$ cat src/frc_pkg.sv
//
// Contract
// A guarded control bit accepts 1 only right after a write of 0 to it.
// Software keeps interrupts and DMA out between clearing and setting.
// With NMI pin function on, guarded bits set only while NMI pin high.
// NMI reinitialises both control registers and halts any rewrite.
// Software blocks relocatable and address-match interrupts in ROM mode.
// Ready flag reads 0 during auto operation; no DMA then in ROM mode.
// Reset 1, reset 2, NMI or watchdog interrupt abort a running command.
// After an abort software erases the block before retrying.
// Software programs each address only once per block erase.
// Block A/B wait select inserts one wait on block A or B accesses.
// Other blocks and RAM follow only the global wait select.
// Software selects a wait state once block A or B exceeds 100 cycles.
// External controller sequences reset and boot-select for boot mode.
// Ports may be indeterminate while boot-select high and reset low.
// Port 6 bit 7 pull-up is connected while boot-select high, reset low.
package frc_pkg;
    localparam logic [11:0] FRC_CTRL_A_OFF = 12'h000;
    localparam logic [11:0] FRC_CTRL_B_OFF = 12'h004;
    localparam logic [11:0] FRC_CMD_OFF = 12'h008;
    localparam logic [11:0] FRC_STAT_OFF = 12'h00C;
    // Control register A fields
    localparam int FRC_READY_BIT = 0;
    localparam int FRC_REWRITE_EN_BIT = 1;
    localparam int FRC_LOW_PROT_BIT = 2;
    // Control register B fields
    localparam int FRC_ROM_MODE_BIT = 1;
    localparam int FRC_EXT_PROT_BIT = 6;
    localparam int FRC_AB_WAIT_BIT = 7;
    // Command register fields
    localparam int FRC_CMD_PROG_BIT = 0;
    localparam int FRC_CMD_ERASE_BIT = 1;
    // Status register fields
    localparam int FRC_ABORTED_BIT = 0;
    localparam int FRC_BUSY_BIT = 1;
    localparam logic [7:0] FRC_CTRL_A_RST = 8'h01;
    localparam logic [7:0] FRC_CTRL_B_RST = 8'h00;
    // Length of an auto operation in clock cycles
    localparam logic [7:0] FRC_PROG_CYCLES = 8'h20;
    localparam logic [7:0] FRC_ERASE_CYCLES = 8'hC0;
endpackage

$ cat src/frc_top.sv
`timescale 1ns/10ps
module frc_top (
    input wire logic mclk_i, // 25 MHz clock
    input wire logic resetn_i, // Async reset, active low
    input wire logic psel_i, // APB select
    input wire logic penable_i, // APB enable
    input wire logic pwrite_i, // APB direction
    input wire logic [11:0] paddr_i, // APB byte address
    input wire logic [31:0] pwdata_i, // APB write data
    output logic [31:0] prdata_o, // APB read data
    output logic pready_o, // APB ready
    output logic pslverr_o, // APB error
    input wire logic nmi_pin_i, // NMI pin level, high when idle
    input wire logic nmi_int_i, // NMI accepted, pulse
    input wire logic wdt_int_i, // Watchdog interrupt, pulse
    input wire logic hw_reset2_i, // Hardware reset 2, pulse
    input wire logic nmi_pin_function_select_i, // NMI pin function on
    input wire logic global_wait_select_i, // Global wait select
    input wire logic acc_valid_i, // Flash or RAM access request
    input wire logic acc_block_ab_i, // Access targets block A or B
    output logic acc_wait_o, // Insert one wait on this access
    input wire logic boot_select_pin_i, // Boot-select pin level
    input wire logic reset_pin_i, // Reset pin level
    output logic port6_bit7_pullup_o, // Pull-up on port 6 bit 7
    output logic port_hold_undef_o, // Ports may be indeterminate
    output logic cpu_rewrite_enable_o, // Rewrite enable bit
    output logic rom_resident_rewrite_mode_o // ROM-resident mode active
);
    typedef enum logic [1:0] {FRC_IDLE, FRC_PROG, FRC_ERASE} frc_state_t;
    frc_state_t state_reg, state_next;
    logic [7:0] ctrl_a_reg, ctrl_b_reg, last_a_reg, last_b_reg;
    logic [7:0] cnt_reg, cnt_next;
    logic aborted_reg, prev_wr_a_reg, prev_wr_b_reg;
    logic [31:0] prdata_reg;

    // Bus decode
    wire acc_ph = psel_i && penable_i;
    wire wr = acc_ph && pwrite_i;
    wire hit_a = paddr_i == frc_pkg::FRC_CTRL_A_OFF;
    wire hit_b = paddr_i == frc_pkg::FRC_CTRL_B_OFF;
    wire hit_c = paddr_i == frc_pkg::FRC_CMD_OFF;
    wire hit_s = paddr_i == frc_pkg::FRC_STAT_OFF;
    wire mapped = hit_a || hit_b || hit_c || hit_s;
    wire wr_a = wr && hit_a;
    wire wr_b = wr && hit_b;
    wire any_wr = wr && mapped;
    // Halting events clear control and stop a running command
    wire halt = nmi_int_i || wdt_int_i || hw_reset2_i;
    // NMI pin low while its function is on blocks setting guarded bits
    wire set_ok = !nmi_pin_function_select_i || nmi_pin_i;
    wire busy = state_reg != FRC_IDLE;

    // Guarded bit: 1 accepted only if the previous bus write cleared it
    function automatic logic guard(input logic cur, input logic nw,
                                   input logic prev_wr, input logic last,
                                   input logic ok);
        guard = nw ? (cur | (prev_wr && !last && ok)) : 1'b0;
    endfunction

    wire [7:0] wa = pwdata_i[7:0];
    wire [7:0] a_next = {ctrl_a_reg[7:3],
        guard(ctrl_a_reg[frc_pkg::FRC_LOW_PROT_BIT],
              wa[frc_pkg::FRC_LOW_PROT_BIT], prev_wr_a_reg,
              last_a_reg[frc_pkg::FRC_LOW_PROT_BIT], set_ok),
        guard(ctrl_a_reg[frc_pkg::FRC_REWRITE_EN_BIT],
              wa[frc_pkg::FRC_REWRITE_EN_BIT], prev_wr_a_reg,
              last_a_reg[frc_pkg::FRC_REWRITE_EN_BIT], set_ok),
        ctrl_a_reg[0]};
    wire [7:0] b_next = {wa[frc_pkg::FRC_AB_WAIT_BIT],
        guard(ctrl_b_reg[frc_pkg::FRC_EXT_PROT_BIT],
              wa[frc_pkg::FRC_EXT_PROT_BIT], prev_wr_b_reg,
              last_b_reg[frc_pkg::FRC_EXT_PROT_BIT], set_ok),
        4'h0,
        guard(ctrl_b_reg[frc_pkg::FRC_ROM_MODE_BIT],
              wa[frc_pkg::FRC_ROM_MODE_BIT], prev_wr_b_reg,
              last_b_reg[frc_pkg::FRC_ROM_MODE_BIT], set_ok),
        1'b0};
    // Command start needs rewrite enabled and no command running
    wire start_ok = wr && hit_c && !busy &&
        ctrl_a_reg[frc_pkg::FRC_REWRITE_EN_BIT];
    wire start_p = start_ok && pwdata_i[frc_pkg::FRC_CMD_PROG_BIT];
    wire start_e = start_ok && !pwdata_i[frc_pkg::FRC_CMD_PROG_BIT] &&
        pwdata_i[frc_pkg::FRC_CMD_ERASE_BIT];

    // Command sequencer
    always_comb begin
        state_next = state_reg;
        cnt_next = cnt_reg;
        if (halt) begin
            state_next = FRC_IDLE;
            cnt_next = 8'h00;
        end else begin
            unique case (state_reg)
                FRC_IDLE: begin
                    if (start_p) begin
                        state_next = FRC_PROG;
                        cnt_next = frc_pkg::FRC_PROG_CYCLES;
                    end else if (start_e) begin
                        state_next = FRC_ERASE;
                        cnt_next = frc_pkg::FRC_ERASE_CYCLES;
                    end
                end
                FRC_PROG, FRC_ERASE: begin
                    cnt_next = cnt_reg - 8'h01;
                    if (cnt_reg == 8'h01)
                        state_next = FRC_IDLE;
                end
            endcase
        end
    end

    // Read mux; ready flag shows the sequencer, not a stored bit
    wire [7:0] a_rd = {ctrl_a_reg[7:1], !busy};
    wire [31:0] rd_mux = hit_a ? {24'h000000, a_rd} :
        hit_b ? {24'h000000, ctrl_b_reg} :
        hit_s ? {30'h0, busy, aborted_reg} : 32'h00000000;
    wire abort_ev = halt && busy;

    always_ff @(posedge mclk_i or negedge resetn_i) begin
        if (!resetn_i) begin
            state_reg <= FRC_IDLE;
            cnt_reg <= 8'h00;
        end else begin
            state_reg <= state_next;
            cnt_reg <= cnt_next;
        end
    end

    // Control registers; halt reinitialises both
    always_ff @(posedge mclk_i or negedge resetn_i) begin
        if (!resetn_i) begin
            ctrl_a_reg <= frc_pkg::FRC_CTRL_A_RST;
            ctrl_b_reg <= frc_pkg::FRC_CTRL_B_RST;
        end else if (halt) begin
            ctrl_a_reg <= frc_pkg::FRC_CTRL_A_RST;
            ctrl_b_reg <= frc_pkg::FRC_CTRL_B_RST;
        end else begin
            if (wr_a)
                ctrl_a_reg <= a_next;
            if (wr_b)
                ctrl_b_reg <= b_next;
        end
    end

    // Last written value and whether the previous write hit the same reg
    always_ff @(posedge mclk_i or negedge resetn_i) begin
        if (!resetn_i) begin
            last_a_reg <= 8'hFF;
            last_b_reg <= 8'hFF;
            prev_wr_a_reg <= 1'b0;
            prev_wr_b_reg <= 1'b0;
        end else if (halt) begin
            prev_wr_a_reg <= 1'b0;
            prev_wr_b_reg <= 1'b0;
        end else if (any_wr) begin
            prev_wr_a_reg <= wr_a;
            prev_wr_b_reg <= wr_b;
            if (wr_a)
                last_a_reg <= wa;
            if (wr_b)
                last_b_reg <= wa;
        end
    end

    // Abort flag: a new abort wins over a software clear
    always_ff @(posedge mclk_i or negedge resetn_i) begin
        if (!resetn_i)
            aborted_reg <= 1'b0;
        else if (abort_ev)
            aborted_reg <= 1'b1;
        else if (wr && hit_s && pwdata_i[frc_pkg::FRC_ABORTED_BIT])
            aborted_reg <= 1'b0;
    end

    // Bus answers in the first access cycle, registered read data
    always_ff @(posedge mclk_i or negedge resetn_i) begin
        if (!resetn_i) begin
            prdata_reg <= 32'h00000000;
            pready_o <= 1'b0;
            pslverr_o <= 1'b0;
        end else begin
            prdata_reg <= rd_mux;
            pready_o <= psel_i && !pready_o;
            pslverr_o <= psel_i && !pready_o && !mapped;
        end
    end
    assign prdata_o = prdata_reg;

    // Wait state and pin outputs, registered one cycle
    always_ff @(posedge mclk_i or negedge resetn_i) begin
        if (!resetn_i) begin
            acc_wait_o <= 1'b0;
            port6_bit7_pullup_o <= 1'b0;
            port_hold_undef_o <= 1'b0;
            cpu_rewrite_enable_o <= 1'b0;
            rom_resident_rewrite_mode_o <= 1'b0;
        end else begin
            acc_wait_o <= acc_valid_i && ((acc_block_ab_i &&
                ctrl_b_reg[frc_pkg::FRC_AB_WAIT_BIT]) ||
                global_wait_select_i);
            port6_bit7_pullup_o <= boot_select_pin_i && !reset_pin_i;
            port_hold_undef_o <= boot_select_pin_i && !reset_pin_i;
            cpu_rewrite_enable_o <= ctrl_a_reg[frc_pkg::FRC_REWRITE_EN_BIT];
            rom_resident_rewrite_mode_o <=
                ctrl_a_reg[frc_pkg::FRC_REWRITE_EN_BIT] &&
                ctrl_b_reg[frc_pkg::FRC_ROM_MODE_BIT];
        end
    end
endmodule

$ cat config.mk
export PLATFORM = sky130hd
export DESIGN_NAME = frc_top
export DESIGN_NICKNAME = d
export VERILOG_FILES = /design/src/frc_pkg.sv /design/src/frc_top.sv
export SDC_FILE = /design/constraint.sdc
export NUM_CORES = 1
export LEC_CHECK = 0
export BUFFER_PORTS_ARGS = -buffer_cell sky130_fd_sc_hd__clkbuf_2
export CAP_MARGIN = 20
export CORE_MARGIN = 2
export CORE_UTILIZATION = 42
export CTS_BUF_LIST = sky130_fd_sc_hd__clkbuf_8
export CTS_CLUSTER_DIAMETER = 100
export DETAILED_ROUTE_END_ITERATION = 8
export PLACE_DENSITY = 0.79
export SYNTH_ARGS = -nofsm -noshare
export SYNTH_HDL_FRONTEND = slang
export SYNTH_SLANG_ARGS = --single-unit
$ cat constraint.sdc
create_clock -name mclk_i -period 1.52 [get_ports mclk_i]
set_input_delay 0.304 -clock mclk_i [delete_from_list [all_inputs] [get_ports mclk_i]]
set_output_delay 0.304 -clock mclk_i [all_outputs]
set_load 0.005 [all_outputs]
==> results by group, run 1 <==
Detailed routing
  • Metal2 WL: 1720 um
  • Routed Antenna Nets: 0
  • Final WL: 3490 um
  • Metal-1 WL: 1470 um
  • Wire per inst: 11.5 um
  • DRC: 0
  • Initial DRC count: 103
  • TritonRoute pass-1 iters: 4
  • Met3 WL: about 230 um
  • Vias: 1459
  • Vias per cell: 4.82
  • Highest routed layer: met4

Global routing
  • Global-route usage over all layers: 14.4%
  • Total grt overflow: 0
  • Initial antenna violation count: 0
  • First-pass GRT wire length: ~5500 um
  • Vias in the first global route: 1259
  • Largest net degree at the start of global routing: 34

STA
  • Setup Skew: 0.0100 ns
  • Tmin final: 1.52 ns
  • Setup slack after layout: 0.00350 ns
  • Max Fclk: 0.659 GHz
  • Max Slew Vio Count: 0
  • RSZ-0062 raised after global routing: yes
  • Min Hold Slack: 0.0284 ns
  • Finish-stage setup viols: 0
  • Final hold violations: 0
  • Final period utilization: 99.8%

Outcome
  • Run status: finished clean

Finish
  • Largest register FFs: 8
  • Nets@finish: 312
  • Most common cell after layout, fill and taps aside: clkbuf_2
  • Synthesis-to-finish area growth: 26.0%
  • Commonest cells after routing, fill and taps aside: clkbuf_2, dfrtp_1, conb_1, buf_4, nand2_1
  • Layout cells sized above 1: between 30% and 40%
  • Final core occ: 53.8%
  • Diodes inserted: 0

Synth
  • Ys Warns: 0
  • Ys flop type: dfrtp_1
  • Syn Area/Cell: 9.92 um^2
  • Sequential area share after synthesis: 45.3%
  • Yosys reg bits: 33
  • Cells after synthesis: between 150 and 200
  • Yosys cell types: 40
  • Mapped Area: between 0.0015 and 0.002 mm^2
  • Asr flop ratio synth: 100%
  • Post-synth EDFFs: 0

Setup path
  • Worst path cell trace: or4_4, nor3_4, a21oi_2, o21ai_1, o21ai_1
  • Crit-path slowest cell: or4_4
  • Critical Path Most Common Cell: o21ai_1
  • Critical path type: reg2reg
  • Buf/Inv on CP: 0
  • CP max FO: 3
  • Req. time, crit path: 1.69 ns
  • CP endpoint kind: flip-flop
  • Crit-path leading delay family: simple AND/OR/NAND/NOR gates
  • Worst Path Arrival: about 1.7 ns
  • Crit path largest cell delay: 0.59 ns
  • CP startpoint kind: flip-flop

Floorplan
  • Core area: 0.00429 mm^2
  • Chip width: 70.1 um
  • Chip Height: roughly 70 um
  • Die area: 0.00491 mm^2
  • Boundary pin count: 98
  • Row Count: 24
  • Starting Density: 42.7%

Clocking
  • CTS Buf Count: 5
  • CTS tree: done
  • H-tree depth: 2
  • CTS sink cnt: 33
  • Clock-pin slew on the worst setup and hold paths: ~0.070 ns
  • Root Driver: clkbuf_8
  • Maximum clock insertion buffer count: 2
  • Worst-Skew Late Latency: approximately 0.29 ns

Power and ir drop
  • VDD IR-drop max: ~240 uV
  • Leak: 1.20 nW
  • Pwr Density: 759 mW/mm^2

Worst hold path
  • Hold WC Path Type: in2async

Placed design
  • Place WS: -0.302 ns
  • Port Buffers: 43
  • Detailed placement HPWL: 2690 um
  • Final Wtd Congestion: ~0.8

Job
  • Max-Cap Viols: 0
==> logic make-up (layout without fill, tap and decap cells) <==
group           Yosys count  in the layout  share of synthesized area [%]
simple gates             63             63                           20.5
compound gates           41             41                           15.1
buf+inv                  39             79                           13.9
flops                    33             33                           45.3
mux                       5              5                           3.00
fa+ha+maj                 3              3                           2.05
other cells               1             27                          0.204
==> stage by stage <==
step / std cells / setup TNS [ns] / total power, mW / instance area [um^2]
5_1_grt: 303 / -0.235 / 1.84 / 2310
4_1_cts: 302 / -0.0329 / 1.76 / 2250
3_3_place_gp: 294 / -3.78 / 1.10 / 2150
6_report: 303 / 0 / 1.76 / 2310
2_1_floorplan: 211 / -0.323 / 1.05 / 1960
3_5_place_dp: 294 / -4.35 / 1.10 / 2150
==> Yosys cell counts, drive strengths merged (2+ instances only) <==
master	number	area, um^2
nand4	5	46.3
dfstp	4	105
nor3	5	25.0
nand2	13	51.3
ha	3	37.5
buf	31	225
nand2b	2	12.5
and2	2	12.5
o21ai	15	75.1
nor2b	4	25.0
dfrtp	29	726
nand3	5	25.0
mux2	4	45.0
nor2	12	45.0
o211a	5	57.6
and3	6	37.5
inv	7	26.3
or4	3	22.5
a21oi	10	50.1
nor4	2	42.5
o21bai	4	30.0
==> layer usage <==
metal  GRT usage [%]  vias up
li1                -      733
met1            18.1      674
met2            22.4       47
met3            4.91        5
met4            6.20        0
met5               0        -
==> worst paths after layout <==
check	end	depth (start not counted)	startpoint	slack (ns)
min in group mclk_i	port_hold_undef_o$_DFF_PN0_	2	reset_pin_i	0.16
hold reg to reg	pready_o$_DFF_PN0_	1	pready_o$_DFF_PN0_	0.44
max in group asynchronous	last_a_reg[2]$_DFFE_PN1P_	2	resetn_i	1.17
setup / recovery	state_reg[1]$_DFFE_PN0P_	5	cnt_reg[2]$_DFFE_PN0P_	0.003
hold / removal	ctrl_b_reg[7]$_DFFE_PN0P_	2	resetn_i	0.03
setup reg to reg	state_reg[1]$_DFFE_PN0P_	5	cnt_reg[2]$_DFFE_PN0P_	0.003
==> power breakdown <==
part / total, mW / internal (mW) / switching, mW
combinational: 0.203 / 0.0895 / 0.113
sequential: 0.902 / 0.893 / 0.00968
clock: 0.651 / 0.355 / 0.296
total: 1.76 / 1.34 / 0.419
==> timing repair <==
item / CTS / global route
pin swaps: 0 / 2
cloned: 0 / 0
endpoints found under the setup margin: 5 / 9
resized for setup: 2 / 16
buffers inserted: 0 / 1
hold buffers: 0 / 0
==> layout make-up <==
type | instances | area (um^2)
multi-input combinational | 139 | 927
inverter | 7 | 26.3
clock inverter | 2 | 7.51
fill | 372 | 1980
clock buffer | 6 | 82.6
tap | 52 | 65.1
sequential | 33 | 831
timing repair buffer | 64 | 373
==> worst reg2reg max path: cells and delay by family (launching register included) <==
family,cells,cell delay (ns)
AOI/OAI and AO/OA,3,0.26
DFF,1,0.38
and+or+nand+nor,2,0.75
Power figures use the tool's default switching activity.
==> run 2, diff against run 1 <==
--- a/config.mk
+++ b/config.mk
@@ -8,11 +8,11 @@
 export BUFFER_PORTS_ARGS = -buffer_cell sky130_fd_sc_hd__clkbuf_2
 export CAP_MARGIN = 20
 export CORE_MARGIN = 2
-export CORE_UTILIZATION = 42
+export CORE_UTILIZATION = 46
 export CTS_BUF_LIST = sky130_fd_sc_hd__clkbuf_8
 export CTS_CLUSTER_DIAMETER = 100
 export DETAILED_ROUTE_END_ITERATION = 8
-export PLACE_DENSITY = 0.79
+export PLACE_DENSITY = 0.86
 export SYNTH_ARGS = -nofsm -noshare
 export SYNTH_HDL_FRONTEND = slang
 export SYNTH_SLANG_ARGS = --single-unit
==> constraint.sdc (replaced) <==
create_clock -name mclk_i -period 1.6 [get_ports mclk_i]
set_input_delay 0.32 -clock mclk_i [delete_from_list [all_inputs] [get_ports mclk_i]]
set_output_delay 0.32 -clock mclk_i [all_outputs]
set_load 0.005 [all_outputs]
==> run 2 against run 1 <==
  * Non-clock buffer count fell by 4
  * Critical endpoint is now cnt_reg[7]$_DFFE_PN0P_
  * Final cell count fell by 2.6%
  * Hold slack improved by 0.15 ns
  * Largest cell class unchanged
  * Highest routed layer unchanged
  * Clock-buffer cell count did not move
==> results by group, run 2 (same netlist as run 1, synthesis figures left out) <==
Power and ir drop
  • Leak: 1.18 nW (was 1.20 nW)
  • Power consumption: 1.83 mW (was 1.76 mW)
  • Combinational share of power: 10.3% (was 11.6%)
  • Internal power: 1.43 mW (was 1.34 mW)
  • VDD IR-drop max: 350 uV (was 238 uV)
  • Sw Pwr: 0.403 mW (was 0.419 mW)
  • Flop pwr share: 46.7% (was 51.4%)
  • Pwr Density: 805 mW/mm^2 (was 759 mW/mm^2)
  • Clk network pwr share: 42.9% (was 37.1%)
  • Switch share: 22.0% (was 23.8%)

Clocking
  • CTS Buf Count: 5 (unchanged)
  • Root Driver: clkbuf_8 (unchanged)
  • Worst-Skew Late Latency: 0.29 ns (about the same)
  • CTS tree: done (unchanged)
  • Maximum clock insertion buffer count: 2 (unchanged)
  • CTS sink cnt: 33 (unchanged)
  • Post-CTS setup buffers: 0 (unchanged)
  • H-tree depth: 2 (unchanged)
  • Clock-pin slew on the worst setup and hold paths: 0.07 ns (about the same)

Detailed routing
  • DRC: 0 (unchanged)
  • Initial DRC count: 86 (was 103)
  • TritonRoute pass-1 iters: 4 (unchanged)
  • Routed Antenna Nets: 0 (unchanged)
  • Wire per inst: 12.5 um (was 11.5 um)
  • Final WL: 3700 um (was 3490 um)
  • Vias per cell: 5.07 (was 4.82)
  • Vias: 1496 (was 1459)

Outcome
  • Run status: finished clean (unchanged)

Floorplan
  • Core area: 0.00374 mm^2 (was 0.00429 mm^2)
  • Chip width: 67.2 um (was 70.1 um)
  • Boundary pin count: 98 (unchanged)
  • Starting Density: 49.0% (was 42.7%)
  • Die area: 0.00451 mm^2 (was 0.00491 mm^2)
  • Chip Height: 67.2 um (was 70.1 um)
  • Row Count: 22 (was 24)

Global routing
  • Initial antenna violation count: 0 (unchanged)
  • Total grt overflow: 0 (unchanged)
  • Largest net degree at the start of global routing: 18 (was 34)
  • Vias in the first global route: 1326 (was 1259)
  • First-pass GRT wire length: 5690 um (was 5530 um)
  • Global-route usage over all layers: 17.3% (was 14.4%)

Finish
  • Synthesis-to-finish area growth: 24.0% (was 26.0%)
  • Most common cell after layout, fill and taps aside: clkbuf_2 (unchanged)
  • Commonest cells after routing, fill and taps aside: clkbuf_2, dfrtp_1, conb_1, buf_4 (was clkbuf_2, dfrtp_1, conb_1, buf_4, nand2_1)
  • Nets@finish: 308 (was 312)
  • Diodes inserted: 0 (unchanged)
  • Largest register FFs: 8 (unchanged)
  • Layout cells sized above 1: 35.6% (was 38.2%)
  • Final core occ: 60.8% (was 53.8%)

STA
  • Finish-stage setup viols: 0 (unchanged)
  • Final period utilization: 97.5% (was 99.8%)
  • Max Slew Vio Count: 0 (unchanged)
  • Setup_tns: 0 ns (unchanged)
  • Setup Skew: 0.00672 ns (was 0.0100 ns)
  • RSZ-0062 raised after global routing: yes (unchanged)
  • Final hold violations: 0 (unchanged)
  • Max Fclk: 0.641 GHz (was 0.659 GHz)
  • Tmin final: 1.56 ns (was 1.52 ns)

Job
  • Max-Cap Viols: 0 (unchanged)

Setup path
  • Setup crit start: cnt_reg[4]$_DFFE_PN0P_ (was cnt_reg[2]$_DFFE_PN0P_)
  • CP startpoint kind: flip-flop (unchanged)
  • Req. time, crit path: 1.77 ns (was 1.69 ns)
  • Worst Path Arrival: 1.73 ns (was 1.68 ns)
  • Worst path cell trace: or4_4, nor2_1, a21oi_1, o21ai_0, o21ai_0 (was or4_4, nor3_4, a21oi_2, o21ai_1, o21ai_1)
  • Crit path largest cell delay: 0.58 ns (was 0.59 ns)
  • CP endpoint kind: flip-flop (unchanged)
  • Worst R2R Path Depth: 5 (unchanged)
  • RR Endpoint: cnt_reg[7]$_DFFE_PN0P_ (was state_reg[1]$_DFFE_PN0P_)
  • Critical Path Most Common Cell: o21ai_0 (was o21ai_1)
  • Critical path type: reg2reg (unchanged)
  • Reg2reg start: cnt_reg[4]$_DFFE_PN0P_ (was cnt_reg[2]$_DFFE_PN0P_)
  • Crit-path slowest cell: or4_4 (unchanged)
  • CP max FO: 3 (unchanged)
  • R2R Setup Slk: 0.04 ns (was 0.003 ns)

Worst hold path
  • Hold Crit Start: reset_pin_i
  • WHS Path Cells: 2
  • Hold Crit Endpoint: port_hold_undef_o$_DFF_PN0_
  • Hold WC Path Type: in2reg (was in2async)

Placed design
  • Port Buffers: 43 (unchanged)
  • Detailed placement HPWL: 2850 um (was 2690 um)
  • Final Wtd Congestion: 0.878 (was 0.807)
-- run 2: layout make-up --
cell class / instances / area [um^2]
fillers: 323 / 1470
multi-input cells: 139 / 883
flip-flops and latches: 33 / 832
repair buffers: 60 / 358
clock buffers: 6 / 82.6
well taps: 48 / 60.1
clock inverters: 2 / 33.8
inverters: 7 / 26.3
-- run 2: metrics by stage --
| stage | hold WS (ns) | worst slack [ns] | instance area, um^2 | instances |
|---|---|---|---|---|
| 2_1_floorplan | 0.0244 | -0.0129 | 1950 | 211 |
| 3_3_place_gp | 0.276 | -0.205 | 2120 | 286 |
| 3_5_place_dp | 0.282 | -0.225 | 2120 | 286 |
| 4_1_cts | 0.173 | 0.0368 | 2260 | 295 |
| 5_1_grt | 0.176 | -0.0286 | 2280 | 295 |
| 6_report | 0.181 | 0.0396 | 2280 | 295 |
-- run 2: worst max-delay path by stage --
stage	slack, ns	endpoint	depth (start not counted)
3_5_place_dp	-0.22	last_b_reg[1]$_DFFE_PN1P_	6
5_1_grt	-0.03	state_reg[1]$_DFFE_PN0P_	5
2_1_floorplan	-0.01	cnt_reg[4]$_DFFE_PN0P_	5
6_report	0.04	cnt_reg[7]$_DFFE_PN0P_	5
4_1_cts	0.04	state_reg[1]$_DFFE_PN0P_	5
3_3_place_gp	-0.20	last_b_reg[1]$_DFFE_PN1P_	6
-- run 2: critical path: cells and delay by family (launching register included) --
family / cells / cell delay [ns]
compound gates: 3 / 0.33
flops: 1 / 0.38
simple gates: 2 / 0.74
-- run 2: layer usage --
layer	share of wire, %	wire, um	up-vias	track usage (%)
met3	6.0	223	9	5.00
met2	49	1820	57	26.5
met5	0	0	-	0
met4	2.4	87	0	11.7
li1	-	-	718	-
met1	42	1560	712	21.1
-- run 2: timing repair --
item / CTS / global route
endpoints found under the hold margin: 16 / 0
endpoints found under the setup margin: 2 / 4
gates resized for setup: 2 / 9
hold buffers: 1 / 0
cloned: 0 / 0
pin swaps: 0 / 2
-- run 2: power by group through the flow --
stage                     logic (mW)  registers (mW)  clock network (mW)
after floorplan                0.122           0.870                   0
after global placement         0.174           0.869                   0
after detailed placement       0.178           0.869                   0
after CTS                      0.182           0.855               0.803
after global routing           0.212           0.857               0.831
final                          0.190           0.856               0.787
==> run 3, diff against run 2 <==
==> constraint.sdc (replaced) <==
create_clock -name mclk_i -period 1.6 [get_ports mclk_i]
set_input_delay 0 -clock mclk_i [delete_from_list [all_inputs] [get_ports mclk_i]]
set_output_delay 0 -clock mclk_i [all_outputs]
set_load 0.005 [all_outputs]
==> run 3 against run 2 <==
  * Total power shrank 8.4%
  * Fmax grew 2.0%
  * Flip-flop and latch count stayed put
  * First-iteration DRC count rose by 72%
  * Critical endpoint is now state_reg[0]$_DFFE_PN0P_
==> results by group, run 3 (same netlist as run 1, synthesis figures left out) <==
Outcome
  • Run status: finished clean (unchanged)

Setup path
  • Critical path type: reg2reg (unchanged)
  • Reg2reg start: cnt_reg[3]$_DFFE_PN0P_ (was cnt_reg[4]$_DFFE_PN0P_)
  • CP max FO: 3 (unchanged)
  • Worst R2R Path Depth: 5 (unchanged)
  • Critical path capture point: state_reg[0]$_DFFE_PN0P_ (was cnt_reg[7]$_DFFE_PN0P_)
  • RR Endpoint: state_reg[0]$_DFFE_PN0P_ (was cnt_reg[7]$_DFFE_PN0P_)
  • Setup crit start: cnt_reg[3]$_DFFE_PN0P_ (was cnt_reg[4]$_DFFE_PN0P_)
  • Worst Path Arrival: 1.71 ns (was 1.73 ns)
  • R2R Setup Slk: 0.07 ns (was 0.04 ns)
  • Req. time, crit path: 1.78 ns (was 1.77 ns)
  • CP startpoint kind: flip-flop (unchanged)
  • CP endpoint kind: flip-flop (unchanged)

Power and ir drop
  • Pwr Density: 727 mW/mm^2 (was 805 mW/mm^2)
  • Internal power: 1.27 mW (was 1.43 mW)
  • Clk network pwr share: 37.3% (was 42.9%)
  • Sw Pwr: 0.407 mW (was 0.403 mW)
  • Flop pwr share: 51.1% (was 46.7%)
  • Power consumption: 1.68 mW (was 1.83 mW)
  • Switch share: 24.3% (was 22.0%)
  • VDD IR-drop max: 414 uV (was 350 uV)
  • Combinational share of power: 11.7% (was 10.3%)
  • Leak: 1.18 nW (about the same)

Detailed routing
  • TritonRoute pass-1 iters: 5 (was 4)
  • Initial DRC count: 148 (was 86)
  • Routed Antenna Nets: 0 (unchanged)
  • Vias per cell: 5.19 (was 5.07)
  • Final WL: 4080 um (was 3700 um)
  • Vias: 1551 (was 1496)
  • DRC: 0 (unchanged)
  • Wire per inst: 13.6 um (was 12.5 um)

Finish
  • Layout cells sized above 1: 32.7% (was 35.6%)
  • Nets@finish: 312 (was 308)
  • Diodes inserted: 0 (unchanged)
  • Final core occ: 61.7% (was 60.8%)
  • Largest register FFs: 8 (unchanged)
  • FILL cells: 318 (was 323)
  • Commonest cells after routing, fill and taps aside: clkbuf_2, dfrtp_1, conb_1, buf_4 (unchanged)
  • Most common cell after layout, fill and taps aside: clkbuf_2 (unchanged)
  • Synthesis-to-finish area growth: 25.8% (was 24.0%)
  • Fin cells: 299 (was 295)

Floorplan
  • Core area: 0.00374 mm^2 (unchanged)
  • Chip width: 67.2 um (unchanged)
  • Chip Height: 67.2 um (unchanged)
  • Starting Density: 49.0% (unchanged)
  • Boundary pin count: 98 (unchanged)
  • Row Count: 22 (unchanged)
  • Die area: 0.00451 mm^2 (unchanged)

STA
  • Final hold violations: 0 (unchanged)
  • Min Hold Slack: 0.0449 ns (was 0.181 ns)
  • Final period utilization: 95.6% (was 97.5%)
  • Setup Skew: 0.00763 ns (was 0.00672 ns)
  • Slew margin rel.: 48.3%
  • Max Slew Vio Count: 0 (unchanged)
  • RSZ-0062 raised after global routing: no (was yes)
  • Measured slew at the worst slew-check pin: 0.776 ns
  • Tmin final: 1.53 ns (was 1.56 ns)
  • Setup_tns: 0 ns (unchanged)
  • Max Fclk: 0.654 GHz (was 0.641 GHz)
  • Finish-stage setup viols: 0 (unchanged)

Worst hold path
  • Hold WC Path Type: in2reg (unchanged)

Global routing
  • Vias in the first global route: 1431 (was 1326)
  • Met1 GRT Util: 20.2% (was 21.1%)
  • Initial antenna violation count: 0 (unchanged)
  • GR Layer Usage met2: 33.7% (was 26.5%)
  • First-pass GRT wire length: 6190 um (was 5690 um)
  • Total grt overflow: 0 (unchanged)
  • Largest net degree at the start of global routing: 34 (was 18)
  • Grt peak-use layer: met2 (unchanged)
  • Met3 usage: 6.17% (was 5.00%)
  • Global-route usage over all layers: 19.0% (was 17.3%)

Clocking
  • CTS sink cnt: 33 (unchanged)
  • CTS tree: done (unchanged)
  • Root Driver: clkbuf_8 (unchanged)
  • Clock-pin slew on the worst setup and hold paths: 0.06 ns (was 0.07 ns)
  • Maximum clock insertion buffer count: 2 (unchanged)
  • Worst-Skew Late Latency: 0.29 ns (about the same)
  • CTS Buf Count: 5 (unchanged)
  • H-tree depth: 2 (unchanged)

Placed design
  • Final Wtd Congestion: 0.922 (was 0.878)
  • Detailed placement HPWL: 2790 um (was 2850 um)
  • Port Buffers: 43 (unchanged)
  • Placed Cells: 281 (was 286)

Job
  • Max-Cap Viols: 0 (unchanged)
==> run 3: per-layer routing <==
metal,share of wire (%),up-vias
met4,2.2,0
met2,52,77
met1,38,737
met3,7.7,10
met5,0,-
li1,-,727
==> run 3: layout make-up <==
| type | instances | area [um^2] | area share [%] |
|---|---|---|---|
| well taps | 48 | 60.1 | 2.60 |
| flip-flops and latches | 33 | 831 | 36.0 |
| inverters | 7 | 26.3 | 1.14 |
| multi-input cells | 139 | 901 | 39.0 |
| repair buffers | 64 | 400 | 17.3 |
| clock inverters | 2 | 7.51 | 0.325 |
| clock buffers | 6 | 82.6 | 3.58 |
==> run 3: power by group through the flow <==
stage | clock network (mW) | logic [mW] | registers [mW]
2_1_floorplan | 0 | 0.121 | 0.870
3_3_place_gp | 0 | 0.158 | 0.869
3_5_place_dp | 0 | 0.162 | 0.870
4_1_cts | 0.635 | 0.183 | 0.856
5_1_grt | 0.683 | 0.218 | 0.858
6_report | 0.626 | 0.196 | 0.857
==> run 3: how the worst min path moves through the flow <==
stage | startpoint | endpoint | cells after the start | slack [ns]
final | pwdata_i[1] | last_b_reg[1]$_DFFE_PN1P_ | 2 | 0.04
after detailed placement | resetn_i | cnt_reg[0]$_DFFE_PN0P_ | 1 | 0.12
after global routing | pwdata_i[1] | ctrl_b_reg[1]$_DFFE_PN0P_ | 2 | 0.06
after global placement | resetn_i | cnt_reg[0]$_DFFE_PN0P_ | 1 | 0.12
after floorplan | resetn_i | aborted_reg$_DFFE_PN0P_ | 0 | -0.30
after CTS | pwdata_i[1] | last_a_reg[1]$_DFFE_PN1P_ | 2 | 0.04
==> run 3: repair_timing <==
action,in CTS,in global routing
pin swaps,0,4
buffers inserted,0,2
endpoints found under the setup margin,3,11
resized for setup,3,11
hold buffers,9,0
endpoints found under the hold margin,37,0
==> run 3: per-stage QoR <==
step / setup WS, ns / cell area, um^2
floorplan: 0.0435 / 1930
global placement: 0.0283 / 2060
detailed placement: 0.00433 / 2060
CTS: 0.0434 / 2250
global route: 0.00954 / 2310
finish: 0.0708 / 2310
==> run 3: critical path, cell delays in order (launching register included) <==
cell and delay [ns]:
dfrtp_1 0.37, or4_4 0.59, nor3_4 0.15, a21oi_1 0.11, o21ai_1 0.13, nand2_1 0.07
